==> src/common/lcec_pkg.sv <==
// package: constants and types of the logic controller execution core
package lcec_pkg;
   // ----------------------------------------------------------------
   // instruction word layout
   // ----------------------------------------------------------------
   localparam int INSTR_W      = 16;
   localparam int PARITY_W     = 2;
   localparam int OPER_LSB     = 0;   // operand field [9:0]
   localparam int OPER_W       = 10;
   localparam int MOD_POS      = 10;  // inversion flag
   localparam int OPC_LSB      = 11;  // operation field [13:11]
   localparam int OPC_W        = 3;
   localparam int PAR_LO_POS   = 14;  // even parity over bits [6:0]
   localparam int PAR_HI_POS   = 15;  // even parity over bits [13:7]
   // ----------------------------------------------------------------
   // address map of the shared bus
   // ----------------------------------------------------------------
   localparam int ADDR_W       = 10;
   localparam int CHAN_PER_CARD= 8;
   localparam int IO_CHANNELS  = 256;
   localparam int IO_CARDS     = IO_CHANNELS / CHAN_PER_CARD;
   localparam logic [9:0] IO_BASE   = 10'h000;
   localparam logic [9:0] DATA_BASE = 10'h100;
   localparam int PC_W         = 11;
   localparam logic [10:0] PC_RESET = 11'h000;
   localparam logic [7:0]  ACC_RESET = 8'h00;
   // ----------------------------------------------------------------
   // operations
   // ----------------------------------------------------------------
   typedef enum logic [2:0] {
      OP_READ  = 3'h0,
      OP_AND   = 3'h1,
      OP_OR    = 3'h2,
      OP_WRITE = 3'h3,
      OP_BREAD = 3'h4,
      OP_BAND  = 3'h5,
      OP_BOR   = 3'h6,
      OP_BWRITE= 3'h7
   } lcec_op_type;
   typedef enum logic [5:0] {
      ST_FETCH  = 6'h01,
      ST_LOAD   = 6'h02,
      ST_OPER   = 6'h04,
      ST_EXEC   = 6'h08,
      ST_STORE  = 6'h10,
      ST_HALT   = 6'h20
   } lcec_state_type;
endpackage : lcec_pkg

==> src/hw/lcec_flag_mem.sv <==
// result flag memory: one bit per program step, registered read port
`timescale 1ns/1ps
module lcec_flag_mem
   import lcec_pkg::*;
#(
   parameter int AW = 11
)(
   input  wire logic          i_clk,
   input  wire logic          i_we,
   input  wire logic [AW-1:0] i_waddr,
   input  wire logic          i_wdata,
   input  wire logic [AW-1:0] i_raddr,
   output logic               o_rdata
);
   logic mem [0:(1<<AW)-1];
   logic rdata_q;

   always_ff @(posedge i_clk) begin
      if (i_we) begin
         mem[i_waddr] <= i_wdata;
      end
      rdata_q <= mem[i_raddr];
   end

   assign o_rdata = rdata_q;
endmodule : lcec_flag_mem

==> src/hw/lcec_core.sv <==
// execution core: fetch, operand load, accumulate, store and memory check
// ----------------------------------------------------------------
// Operation
// Step one of each instruction reads the op code from program memory into the holding register.
// Step two reads the operand's I/O or data memory content into the operand data register.
// The result goes to the addressed I/O card, to data memory and to the result flag memory; the code writes card or data memory, as the address selects.
// The accumulator handles both single bits and whole bytes.
// Each memory and card answers only at its own fixed addresses on the shared bus.
// An instruction word is 16 bits, two of them parity over the other fourteen.
// Parity and battery health are checked all the time the core runs.
// A parity error or low battery drops the healthy lamp, raises the alarm and stops at once.
// I/O space is 256 channels in cards of eight channels each.
// A monitor may read program, flag, I/O and data memory while the program runs; the core gives a monitor port to the flag memory only.
// An instruction has operation, modification and operand fields; modification inverts the bit.
// The loader edits the program only in the stopped programming state; reads may run.
// After a memory fault the core stays halted with the alarm set until reset.
// ----------------------------------------------------------------
`timescale 1ns/1ps
module lcec_core
   import lcec_pkg::*;
#(
   parameter int STEPS = 2048
)(
   input  wire logic                I_CLOCK,
   input  wire logic                I_ARST_N,
   input  wire logic                I_RUN,
   input  wire logic [INSTR_W-1:0]  I_PROG_DATA,
   input  wire logic                I_BATT_LOW,
   input  wire logic [7:0]          I_BUS_RDATA,
   input  wire logic [PC_W-1:0]     I_MON_ADDR,
   output logic      [PC_W-1:0]     O_PROG_ADDR,
   output logic      [ADDR_W-1:0]   O_BUS_ADDR,
   output logic                     O_IO_SEL,
   output logic                     O_DATA_SEL,
   output logic                     O_BUS_WE,
   output logic      [7:0]          O_BUS_WDATA,
   output logic                     O_FLAG_MON,
   output logic                     O_EDIT_STOP,
   output logic                     O_MEM_HEALTHY,
   output logic                     O_ALARM,
   output logic                     O_STEP_DONE
);
   // ----------------------------------------------------------------
   // helpers
   // ----------------------------------------------------------------
   function automatic logic parity_ok(input logic [INSTR_W-1:0] w);
      parity_ok = (^w[6:0] == w[PAR_LO_POS]) && (^w[13:7] == w[PAR_HI_POS]);
   endfunction : parity_ok

   function automatic logic is_io(input logic [ADDR_W-1:0] a);
      is_io = (a < DATA_BASE);
   endfunction : is_io

   // ----------------------------------------------------------------
   // pin synchronisers
   // ----------------------------------------------------------------
   logic [1:0] run_s_q, batt_s_q;
   logic [INSTR_W-1:0] prog_s1_q, prog_s2_q;
   logic [7:0] rd_s1_q, rd_s2_q;
   always_ff @(posedge I_CLOCK or negedge I_ARST_N) begin
      if (!I_ARST_N) begin
         run_s_q   <= 2'h0;
         batt_s_q  <= 2'h0;
         prog_s1_q <= 16'h0000;
         prog_s2_q <= 16'h0000;
         rd_s1_q   <= 8'h00;
         rd_s2_q   <= 8'h00;
      end else begin
         run_s_q   <= {run_s_q[0], I_RUN};
         batt_s_q  <= {batt_s_q[0], I_BATT_LOW};
         prog_s1_q <= I_PROG_DATA;
         prog_s2_q <= prog_s1_q;
         rd_s1_q   <= I_BUS_RDATA;
         rd_s2_q   <= rd_s1_q;
      end
   end
   wire logic run  = run_s_q[1];
   wire logic batt = batt_s_q[1];

   // ----------------------------------------------------------------
   // sequencer and accumulator
   // ----------------------------------------------------------------
   lcec_state_type         state_q, state_d;
   logic [PC_W-1:0]        pc_q, pc_d;
   logic [OPC_W-1:0]       opcode_holding_register_q, opcode_holding_register_d;
   logic                   inv_q, inv_d;
   logic [OPER_W-1:0]      oper_q, oper_d;
   logic [7:0]             operand_data_register_q, operand_data_register_d;
   logic [7:0]             acc_q, acc_d;
   logic [ADDR_W-1:0]      addr_q, addr_d;
   logic                   iosel_q, iosel_d, dsel_q, dsel_d, we_q, we_d;
   logic [7:0]             wdata_q, wdata_d;
   logic                   fault_q, fault_d, done_q, done_d, stop_q, stop_d;
   logic                   settle_q, settle_d, healthy_q, healthy_d;
   logic                   flag_we;
   logic                   bit_in;
   lcec_op_type            op;

   always_comb begin
      state_d = state_q;
      pc_d    = pc_q;
      opcode_holding_register_d = opcode_holding_register_q;
      inv_d   = inv_q;
      oper_d  = oper_q;
      operand_data_register_d  = operand_data_register_q;
      acc_d   = acc_q;
      addr_d  = addr_q;
      iosel_d = 1'b0;
      dsel_d  = 1'b0;
      we_d    = 1'b0;
      wdata_d = wdata_q;
      fault_d = fault_q | batt;
      done_d  = 1'b0;
      stop_d  = !run || fault_q;
      settle_d = 1'b0;
      flag_we = 1'b0;
      op      = lcec_op_type'(opcode_holding_register_q);
      bit_in  = operand_data_register_q[oper_q[2:0]] ^ inv_q;
      unique case (state_q)
         ST_FETCH: begin
            // program word needs two sync stages after the address moves
            if (run) begin
               settle_d = !settle_q;
               if (settle_q) state_d = ST_LOAD;
            end
         end
         ST_LOAD: begin
            if (!parity_ok(prog_s2_q)) begin
               fault_d = 1'b1;
            end else begin
               opcode_holding_register_d = prog_s2_q[OPC_LSB +: OPC_W];
               inv_d   = prog_s2_q[MOD_POS];
               oper_d  = prog_s2_q[OPER_LSB +: OPER_W];
               addr_d  = {prog_s2_q[9:3], 3'h0};                 // card byte address
               iosel_d = is_io(prog_s2_q[9:0]);
               dsel_d  = !is_io(prog_s2_q[9:0]);
               state_d = ST_OPER;
            end
         end
         ST_OPER: begin
            iosel_d = iosel_q;
            dsel_d  = dsel_q;
            state_d = ST_EXEC;                                   // bus read settles
         end
         ST_EXEC: begin
            // read byte needs two sync stages after the select rose
            if (settle_q) begin
               operand_data_register_d  = rd_s2_q;
               state_d = ST_STORE;
            end else begin
               settle_d = 1'b1;
               iosel_d  = iosel_q;
               dsel_d   = dsel_q;
            end
         end
         ST_STORE: begin
            unique case (op)
               OP_READ:  acc_d = {7'h00, bit_in};
               OP_AND:   acc_d = {7'h00, acc_q[0] & bit_in};
               OP_OR:    acc_d = {7'h00, acc_q[0] | bit_in};
               OP_BREAD: acc_d = inv_q ? ~operand_data_register_q : operand_data_register_q;
               OP_BAND:  acc_d = acc_q & (inv_q ? ~operand_data_register_q : operand_data_register_q);
               OP_BOR:   acc_d = acc_q | (inv_q ? ~operand_data_register_q : operand_data_register_q);
               OP_WRITE: begin
                  wdata_d = operand_data_register_q;
                  wdata_d[oper_q[2:0]] = acc_q[0] ^ inv_q;
                  we_d    = 1'b1;
               end
               OP_BWRITE: begin
                  wdata_d = inv_q ? ~acc_q : acc_q;
                  we_d    = 1'b1;
               end
            endcase
            iosel_d = is_io(oper_q);
            dsel_d  = !is_io(oper_q);
            flag_we = 1'b1;
            done_d  = 1'b1;
            pc_d    = (pc_q == PC_W'(STEPS - 1)) ? PC_RESET : pc_q + 11'h001;
            state_d = ST_FETCH;
         end
         ST_HALT: begin
            state_d = ST_HALT;
         end
         default: state_d = ST_HALT;
      endcase
      if (fault_d) begin
         state_d = ST_HALT;
         we_d    = 1'b0;
         iosel_d = 1'b0;
         dsel_d  = 1'b0;
         flag_we = 1'b0;
         done_d  = 1'b0;
      end
      healthy_d = !fault_d;
   end

   always_ff @(posedge I_CLOCK or negedge I_ARST_N) begin
      if (!I_ARST_N) begin
         state_q <= ST_FETCH;
         pc_q    <= PC_RESET;
         opcode_holding_register_q <= 3'h0;
         inv_q   <= 1'b0;
         oper_q  <= 10'h000;
         operand_data_register_q  <= ACC_RESET;
         acc_q   <= ACC_RESET;
         addr_q  <= IO_BASE;
         iosel_q <= 1'b0;
         dsel_q  <= 1'b0;
         we_q    <= 1'b0;
         wdata_q <= 8'h00;
         fault_q <= 1'b0;
         done_q  <= 1'b0;
         stop_q  <= 1'b1;
         settle_q  <= 1'b0;
         healthy_q <= 1'b1;
      end else begin
         state_q <= state_d;
         pc_q    <= pc_d;
         opcode_holding_register_q <= opcode_holding_register_d;
         inv_q   <= inv_d;
         oper_q  <= oper_d;
         operand_data_register_q  <= operand_data_register_d;
         acc_q   <= acc_d;
         addr_q  <= addr_d;
         iosel_q <= iosel_d;
         dsel_q  <= dsel_d;
         we_q    <= we_d;
         wdata_q <= wdata_d;
         fault_q <= fault_d;
         done_q  <= done_d;
         stop_q  <= stop_d;
         settle_q  <= settle_d;
         healthy_q <= healthy_d;
      end
   end

   // ----------------------------------------------------------------
   // result flag memory, monitor port reads while running
   // ----------------------------------------------------------------
   lcec_flag_mem #(.AW(PC_W)) u_flags (
      .i_clk   (I_CLOCK),
      .i_we    (flag_we),
      .i_waddr (pc_q),
      .i_wdata (acc_d[0]),
      .i_raddr (I_MON_ADDR),
      .o_rdata (O_FLAG_MON)
   );

   assign O_PROG_ADDR   = pc_q;
   assign O_BUS_ADDR    = addr_q;
   assign O_IO_SEL      = iosel_q;
   assign O_DATA_SEL    = dsel_q;
   assign O_BUS_WE      = we_q;
   assign O_BUS_WDATA   = wdata_q;
   assign O_EDIT_STOP   = stop_q;
   assign O_MEM_HEALTHY = healthy_q;
   assign O_ALARM       = fault_q;
   assign O_STEP_DONE   = done_q;
endmodule : lcec_core

==> config.mk <==
export PLATFORM = sky130hd
export DESIGN_NAME = lcec_core
export DESIGN_NICKNAME = d
export VERILOG_FILES = /design/src/common/lcec_pkg.sv /design/src/hw/lcec_flag_mem.sv /design/src/hw/lcec_core.sv
export SDC_FILE = /design/constraint.sdc
export NUM_CORES = 2
export LEC_CHECK = 0
export ABC_AREA = 1
export BUFFER_PORTS_ARGS = -buffer_cell sky130_fd_sc_hd__clkbuf_2
export CORE_UTILIZATION = 57
export DETAILED_ROUTE_END_ITERATION = 7
export PLACE_DENSITY = 0.76
export SETUP_SLACK_MARGIN = 0.1
export SLEW_MARGIN = 20
export SYNTH_ARGS = -nofsm -noshare
export SYNTH_HDL_FRONTEND = slang
export SYNTH_SLANG_ARGS = --single-unit
==> constraint.sdc <==
create_clock -name I_CLOCK -period 27.5 [get_ports I_CLOCK]
set_input_delay 2.75 -clock I_CLOCK [delete_from_list [all_inputs] [get_ports I_CLOCK]]
set_output_delay 2.75 -clock I_CLOCK [all_outputs]
set_load 0.05 [all_outputs]
=== Word-level counts from Yosys, hierarchy flattened ===
Memories as Yosys holds them, arrays and structs flattened. A register that Yosys moved wholly into a read port is not among the register bits.
Index checks and enable logic that the tools add are counted.

* Magnitude comparators: 4
* Equality and inequality tests: 20
* Reductions and logical operators: 20
* $add $sub $neg: 1
* Bitwise gates (word level): 9
* Mux-type cells: 36

{| class="wikitable"
|+ Operator list
! cell !! number
|-
| 8-bit one-hot mux with 6 select lines || 1
|-
| 6-bit two-way mux || 5
|-
| 6-bit one-hot mux with 5 select lines || 1
|-
| 10-bit by 9-bit less-than comparator with 1-bit output (second input constant) || 2
|-
| 1-bit two-way mux || 19
|-
| 8-bit two-way mux || 2
|-
| 8-bit inverter || 2
|-
| 8-bit one-hot mux with 2 select lines || 1
|-
| 7-bit XOR reduction || 2
|-
| 3-bit equality test (second input constant) || 4
|-
| 3-bit != test (second input constant) || 4
|-
| 11-bit by 1-bit adder with 11-bit output (second input constant) || 1
|-
| 11-bit equality test (second input constant) || 1
|-
| 11-bit two-way mux || 1
|-
| 2-bit AND reduction || 5
|-
| 8-bit AND || 1
|-
| 8-bit bitwise mux || 1
|-
| 8-bit OR || 1
|-
| 1-bit one-hot mux with 4 select lines || 2
|-
| 3-bit by 2-bit equality test with 1-bit output (second input constant) || 2
|-
| 6-bit by 1-bit equality test with 1-bit output (second input constant) || 1
|-
| 6-bit by 2-bit equality test with 1-bit output (second input constant) || 1
|-
| 6-bit by 3-bit equality test with 1-bit output (second input constant) || 1
|-
| 6-bit by 4-bit equality test with 1-bit output (second input constant) || 1
|-
| 20 further kinds || 28
|}

* Memory bits (writable): 2048
* Bits in registers: 122
* Word-level logic and storage cells: 115
* Memories kept: 1
* Bits of input ports: 39
* Output and inout port bits: 37

{| class="wikitable"
|+ Memories
! memory !! words !! bits a word !! read ports !! clocked after memory_dff !! wr ports !! RTL line !! source
|-
| u_flags.mem || 2048 || 1 || 1 || 1 || 1 || lcec_flag_mem.sv:15 || <nowiki>logic mem [0:(1<<AW)-1];</nowiki>
|}

=== Longest topological paths before layout ===
* Depth after elaboration: 8
* Gate-level depth with buffers: 17
* Depth with buffers taken out: 13

=== Modules after synthesis ===
Synthesis repeated with hierarchy kept, for this count alone.

* Cell total of the unflattened synthesis: 9744
* Area total of the unflattened synthesis: 96628.9 µm²

{| class="wikitable"
|+ By module, submodules not included
! module !! cells an instance !! sequential area each (µm²) !! area an instance (µm²) !! times used
|-
| lcec_flag_mem || 9246 || 61519.0 || 91775.5 || 1
|-
| lcec_core || 498 || 2881.5 || 4853.4 || 1
|}

=== Least setup slack after synthesis ===
No wires, ideal clock.

* Path kind: flip-flop to flip-flop
* Start: register oper_q[0]
* End: memory u_flags.mem[0], data pin
* Required time: 22.698 ns
* Setup slack: -0.562 ns
* Library setup time: 4.802 ns
* Period minus slack after synthesis: 28.062 ns
* Arrival time: 23.261 ns
* Stages on the path, launching flop included: 10
* Buffers on the path: 0
* Cells stage by stage: dfrtp_1 -> inv_1 -> nor3_1 -> a221oi_1 -> nand4_1 -> mux2i_1 -> a21oi_1 -> o21ai_0 -> o21ai_0 -> inv_1

* Cells in the longest elaborated chain, start to end: 6
* Elaborated cells between the ends (all ways): 7
* Those cells by class: 4 x mux; 3 x bitwise

{| class="wikitable"
|+ RTL lines
! item !! RTL line !! source
|-
| start, declared || lcec_core.sv:87 || <nowiki>logic [OPER_W-1:0] oper_q, oper_d;</nowiki>
|-
| start signal, assigned || lcec_core.sv:221 || <nowiki>oper_q <= oper_d;</nowiki>
|-
| 1-bit binary-select mux with 3-bit select (*) || lcec_core.sv:118 || <nowiki>bit_in = operand_data_register_q[oper_q[2:0]] ^ inv_q;</nowiki>
|-
| 1-bit two-way mux (not written as such) (*) || lcec_core.sv:118 ||
|-
| 1-bit bitwise XOR (*) || lcec_core.sv:118 ||
|-
| 1-bit OR / 1-bit AND (equally long branches) || lcec_core.sv:160, lcec_core.sv:159 ||
|-
| 8-bit one-hot mux with 6 select lines (*) || lcec_core.sv:157 || <nowiki>unique case (op)</nowiki>
|-
| 1-bit two-way mux (*) || lcec_core.sv:119 || <nowiki>unique case (state_q)</nowiki>
|-
| via u_flags.i_wdata || lcec_flag_mem.sv:11 || <nowiki>input wire logic i_wdata,</nowiki>
|-
| end, declared || lcec_flag_mem.sv:15 ||
|}

The timed path passes the listed nets; every way through them passes the cells marked *. The select of a mux whose other input is x is not followed.

==> qor.yml <==
syn_inst: 9607
drive_above_1_share_pct: 5.86
drc: 4
worst_pin_slew_ns: 1.27
wl_met3_um: 40600
rsz0062_at_grt: "no"
dpl.hpwl_um: 132000
synth-seq-area-share_pct: 66.4
setup_tns_ns: 0
area.growth.synth_to_final_pct: 6.39
insertion_delay_ns: 0.87
core_um2: 169000
clock_sinks: 2164
num-nets-final: 9187
dieArea_um2: 172000
cp_max_fo: 109
leakagePower_nw: 33.6
powerDensity_nw_per_um2: 64.3
finClkSkew_ns: 0.0284
grt_overflow: 0
ys_top_cells_by_area: "edfxtp_1 63%, nand3_1 11%, nand2_1 8.4%"
finalSetupViolCount: 0
yosys-top-cells-count: "2,169 x nand2_1, 2,108 x nor2_1, 2,052 x nand3_1"
run_status: "finished, violations left"
wl_per_cell_um: 24.7
cp_cell_sequence: "buf_8, inv_8, buf_4, buf_4, nand3_1, nand3_1, nand3_1, nand3_1, nand3_1, nand3_1, nand3_1, nand3_1, nand3_1, nand2_1"
critPathSlowestCell: "buf_4"
fin_crit_ns: 6.80
top_layer: "met5"
start_util_pct: 57.3
violations: "design-rule violations"
rows: 151
start_kind: "input pin"
die_h_um: 414
path_buf_inv: 4
arrival_ns: 7.61
ir_drop_uv: 70.5
maxSlewHeadroom_pct: 15.3
wl_um: 285000
synthArstFlopShare_pct: 5.31
synth_edf_count: 2048
syn_area_um2: 97000
netlist.area_leader.share_pct: 63.4
cap_violations: 0
worst_hold_slack_ns: 0.343
finalCritPeriodShare_pct: 24.7
cts_buffers: 204
cpMostUsedCell: "nand3_1"
cts_hold_buf: 0
synth.most_common_cell: "nand2_1"
grt_max_degree: 304
synth_area_per_cell_um2: 10.1
min_path_type: "flip-flop to flip-flop"
cp_slowest_stage_delay_ns: 0.93
slew_violations: 0
grt_pass1_wl_um: 417000
met2_length_um: 131000
ys.warnings.count: 0
gp_congestion: 0.852
ctsResizeCount: 0
drtPass1Iterations: 8
post-cts-setup-buffer-count: 0
worstPathRequired_ns: 28.31
drt-met1-wl_um: 98000
ys_seq_elements: 2164
ant_nets: 0
hold_viol: 0
synthFlopType: "edfxtp_1"
vias: 72740
io_buffer_count: 72
antenna_found_initial: 5
cts_max_path_buffers: 3
htree_num_levels: 4
io_pins: 76
dieWidth_um: 414
grt_util_all_layers_pct: 32.5
via_per_inst: 6.30
clkTransAtPathRegs_ns: 0.07
synth_cell_types: 37
worstSetupPathType: "input pin to flip-flop"
root_buffer: "clkbuf_16"
synth_top_cell_by_area: "edfxtp_1"
grt_pass1_vias: 67142
drt_iter0_markers: 12064
tritoncts: "built"
n_fill_cell: 13213
critical-path-top-delay-family: "buffers and inverters"
fmaxAchievable_ghz: 0.147
end_kind: "flip-flop"
==> layout make-up <==
class | count | area [um2] | area share (%)
Sequential cell | 2164 | 64400 | 62.4
Multi-Input combinational cell | 6523 | 27900 | 27.0
Clock buffer | 280 | 5640 | 5.47
Tap cell | 2218 | 2780 | 2.69
Timing Repair Buffer | 182 | 1460 | 1.41
Clock inverter | 98 | 727 | 0.705
Inverter | 69 | 297 | 0.287
Antenna cell | 3 | 7.51 | 0.00728
==> cell usage in the layout (no fill, tap or decap), types with 27 or more instances in the layout <==
cell type / n
clkbuf_2: 66
nand2_1: 2153
dfrtp_1: 112
clkinv_1: 41
clkbuf_16: 211
o21ai_0: 50
clkinv_2: 41
buf_4: 94
nor2_1: 2097
edfxtp_1: 2048
nand2_4: 32
a21oi_1: 27
inv_1: 62
nand3_1: 2052
clkbuf_1: 59
==> layer usage <==
layer  global-route usage, %  vias up
met5                       0        -
met4                    17.7        8
met3                    8.03      905
met2                    50.7     5262
met1                    41.9    35034
li1                        -    31531
==> registers in the layout, indices dropped and copies added (netlist names), 2 cells and up <==
signal / count
state_q: 6
oper_q: 10
op: 3
rd_s1_q: 8
prog_s1_q: 16
operand_data_register_q: 8
O_PROG_ADDR: 11
acc_q: 8
O_BUS_WDATA: 8
prog_s2_q: 16
rd_s2_q: 8
u_flags.mem: 2048
run_s_q: 2
batt_s_q: 2
==> metrics by stage <==
step | setup slack (ns) | util, % | cell area, um2 | power (W) | cells
2_1_floorplan | 8.78 | - | 97000 | 0.00385 | 9609
3_3_place_gp | 20.03 | 57.1 | 96600 | 0.00395 | 11152
3_5_place_dp | 20.11 | 57.1 | 96600 | 0.00395 | 11152
4_1_cts | 20.59 | 60.9 | 103000 | 0.00662 | 11530
5_1_grt | 20.62 | 61.0 | 103000 | 0.00678 | 11535
6_report | 20.70 | 61.0 | 103000 | 0.00663 | 11537
==> logic make-up after synthesis <==
kind of cell / share of synthesized area [%]
AND/OR/NAND/NOR: 27.6
flip-flops: 66.4
buffers and inverters: 5.14
AO/OA/AOI/OAI: 0.495
XOR/XNOR: 0.244
adder cells (fa/ha/maj): 0.0516
multiplexers: 0.0452
other: 0.00387
==> final timing paths <==
check	end	depth (start not counted)	slack, ns	startpoint
max	u_flags.o_rdata	14	20.70	I_MON_ADDR[2]
min	rd_s2_q[2]	0	0.34	rd_s1_q[2]
max reg2reg	u_flags.mem[634]	15	21.02	oper_q[0]
min reg2reg	rd_s2_q[2]	0	0.34	rd_s1_q[2]
max in group asynchronous	rd_s2_q[3]	2	24.35	I_ARST_N
min in group asynchronous	O_STEP_DONE	1	1.92	I_ARST_N
==> power breakdown <==
group	internal, W	switching, W	total, W
sequential	0.00355	0.00000253	0.00356
clock	0.00152	0.00121	0.00274
combinational	0.0000931	0.000245	0.000338
No activity file was read; power rests on OpenSTA's default activity.
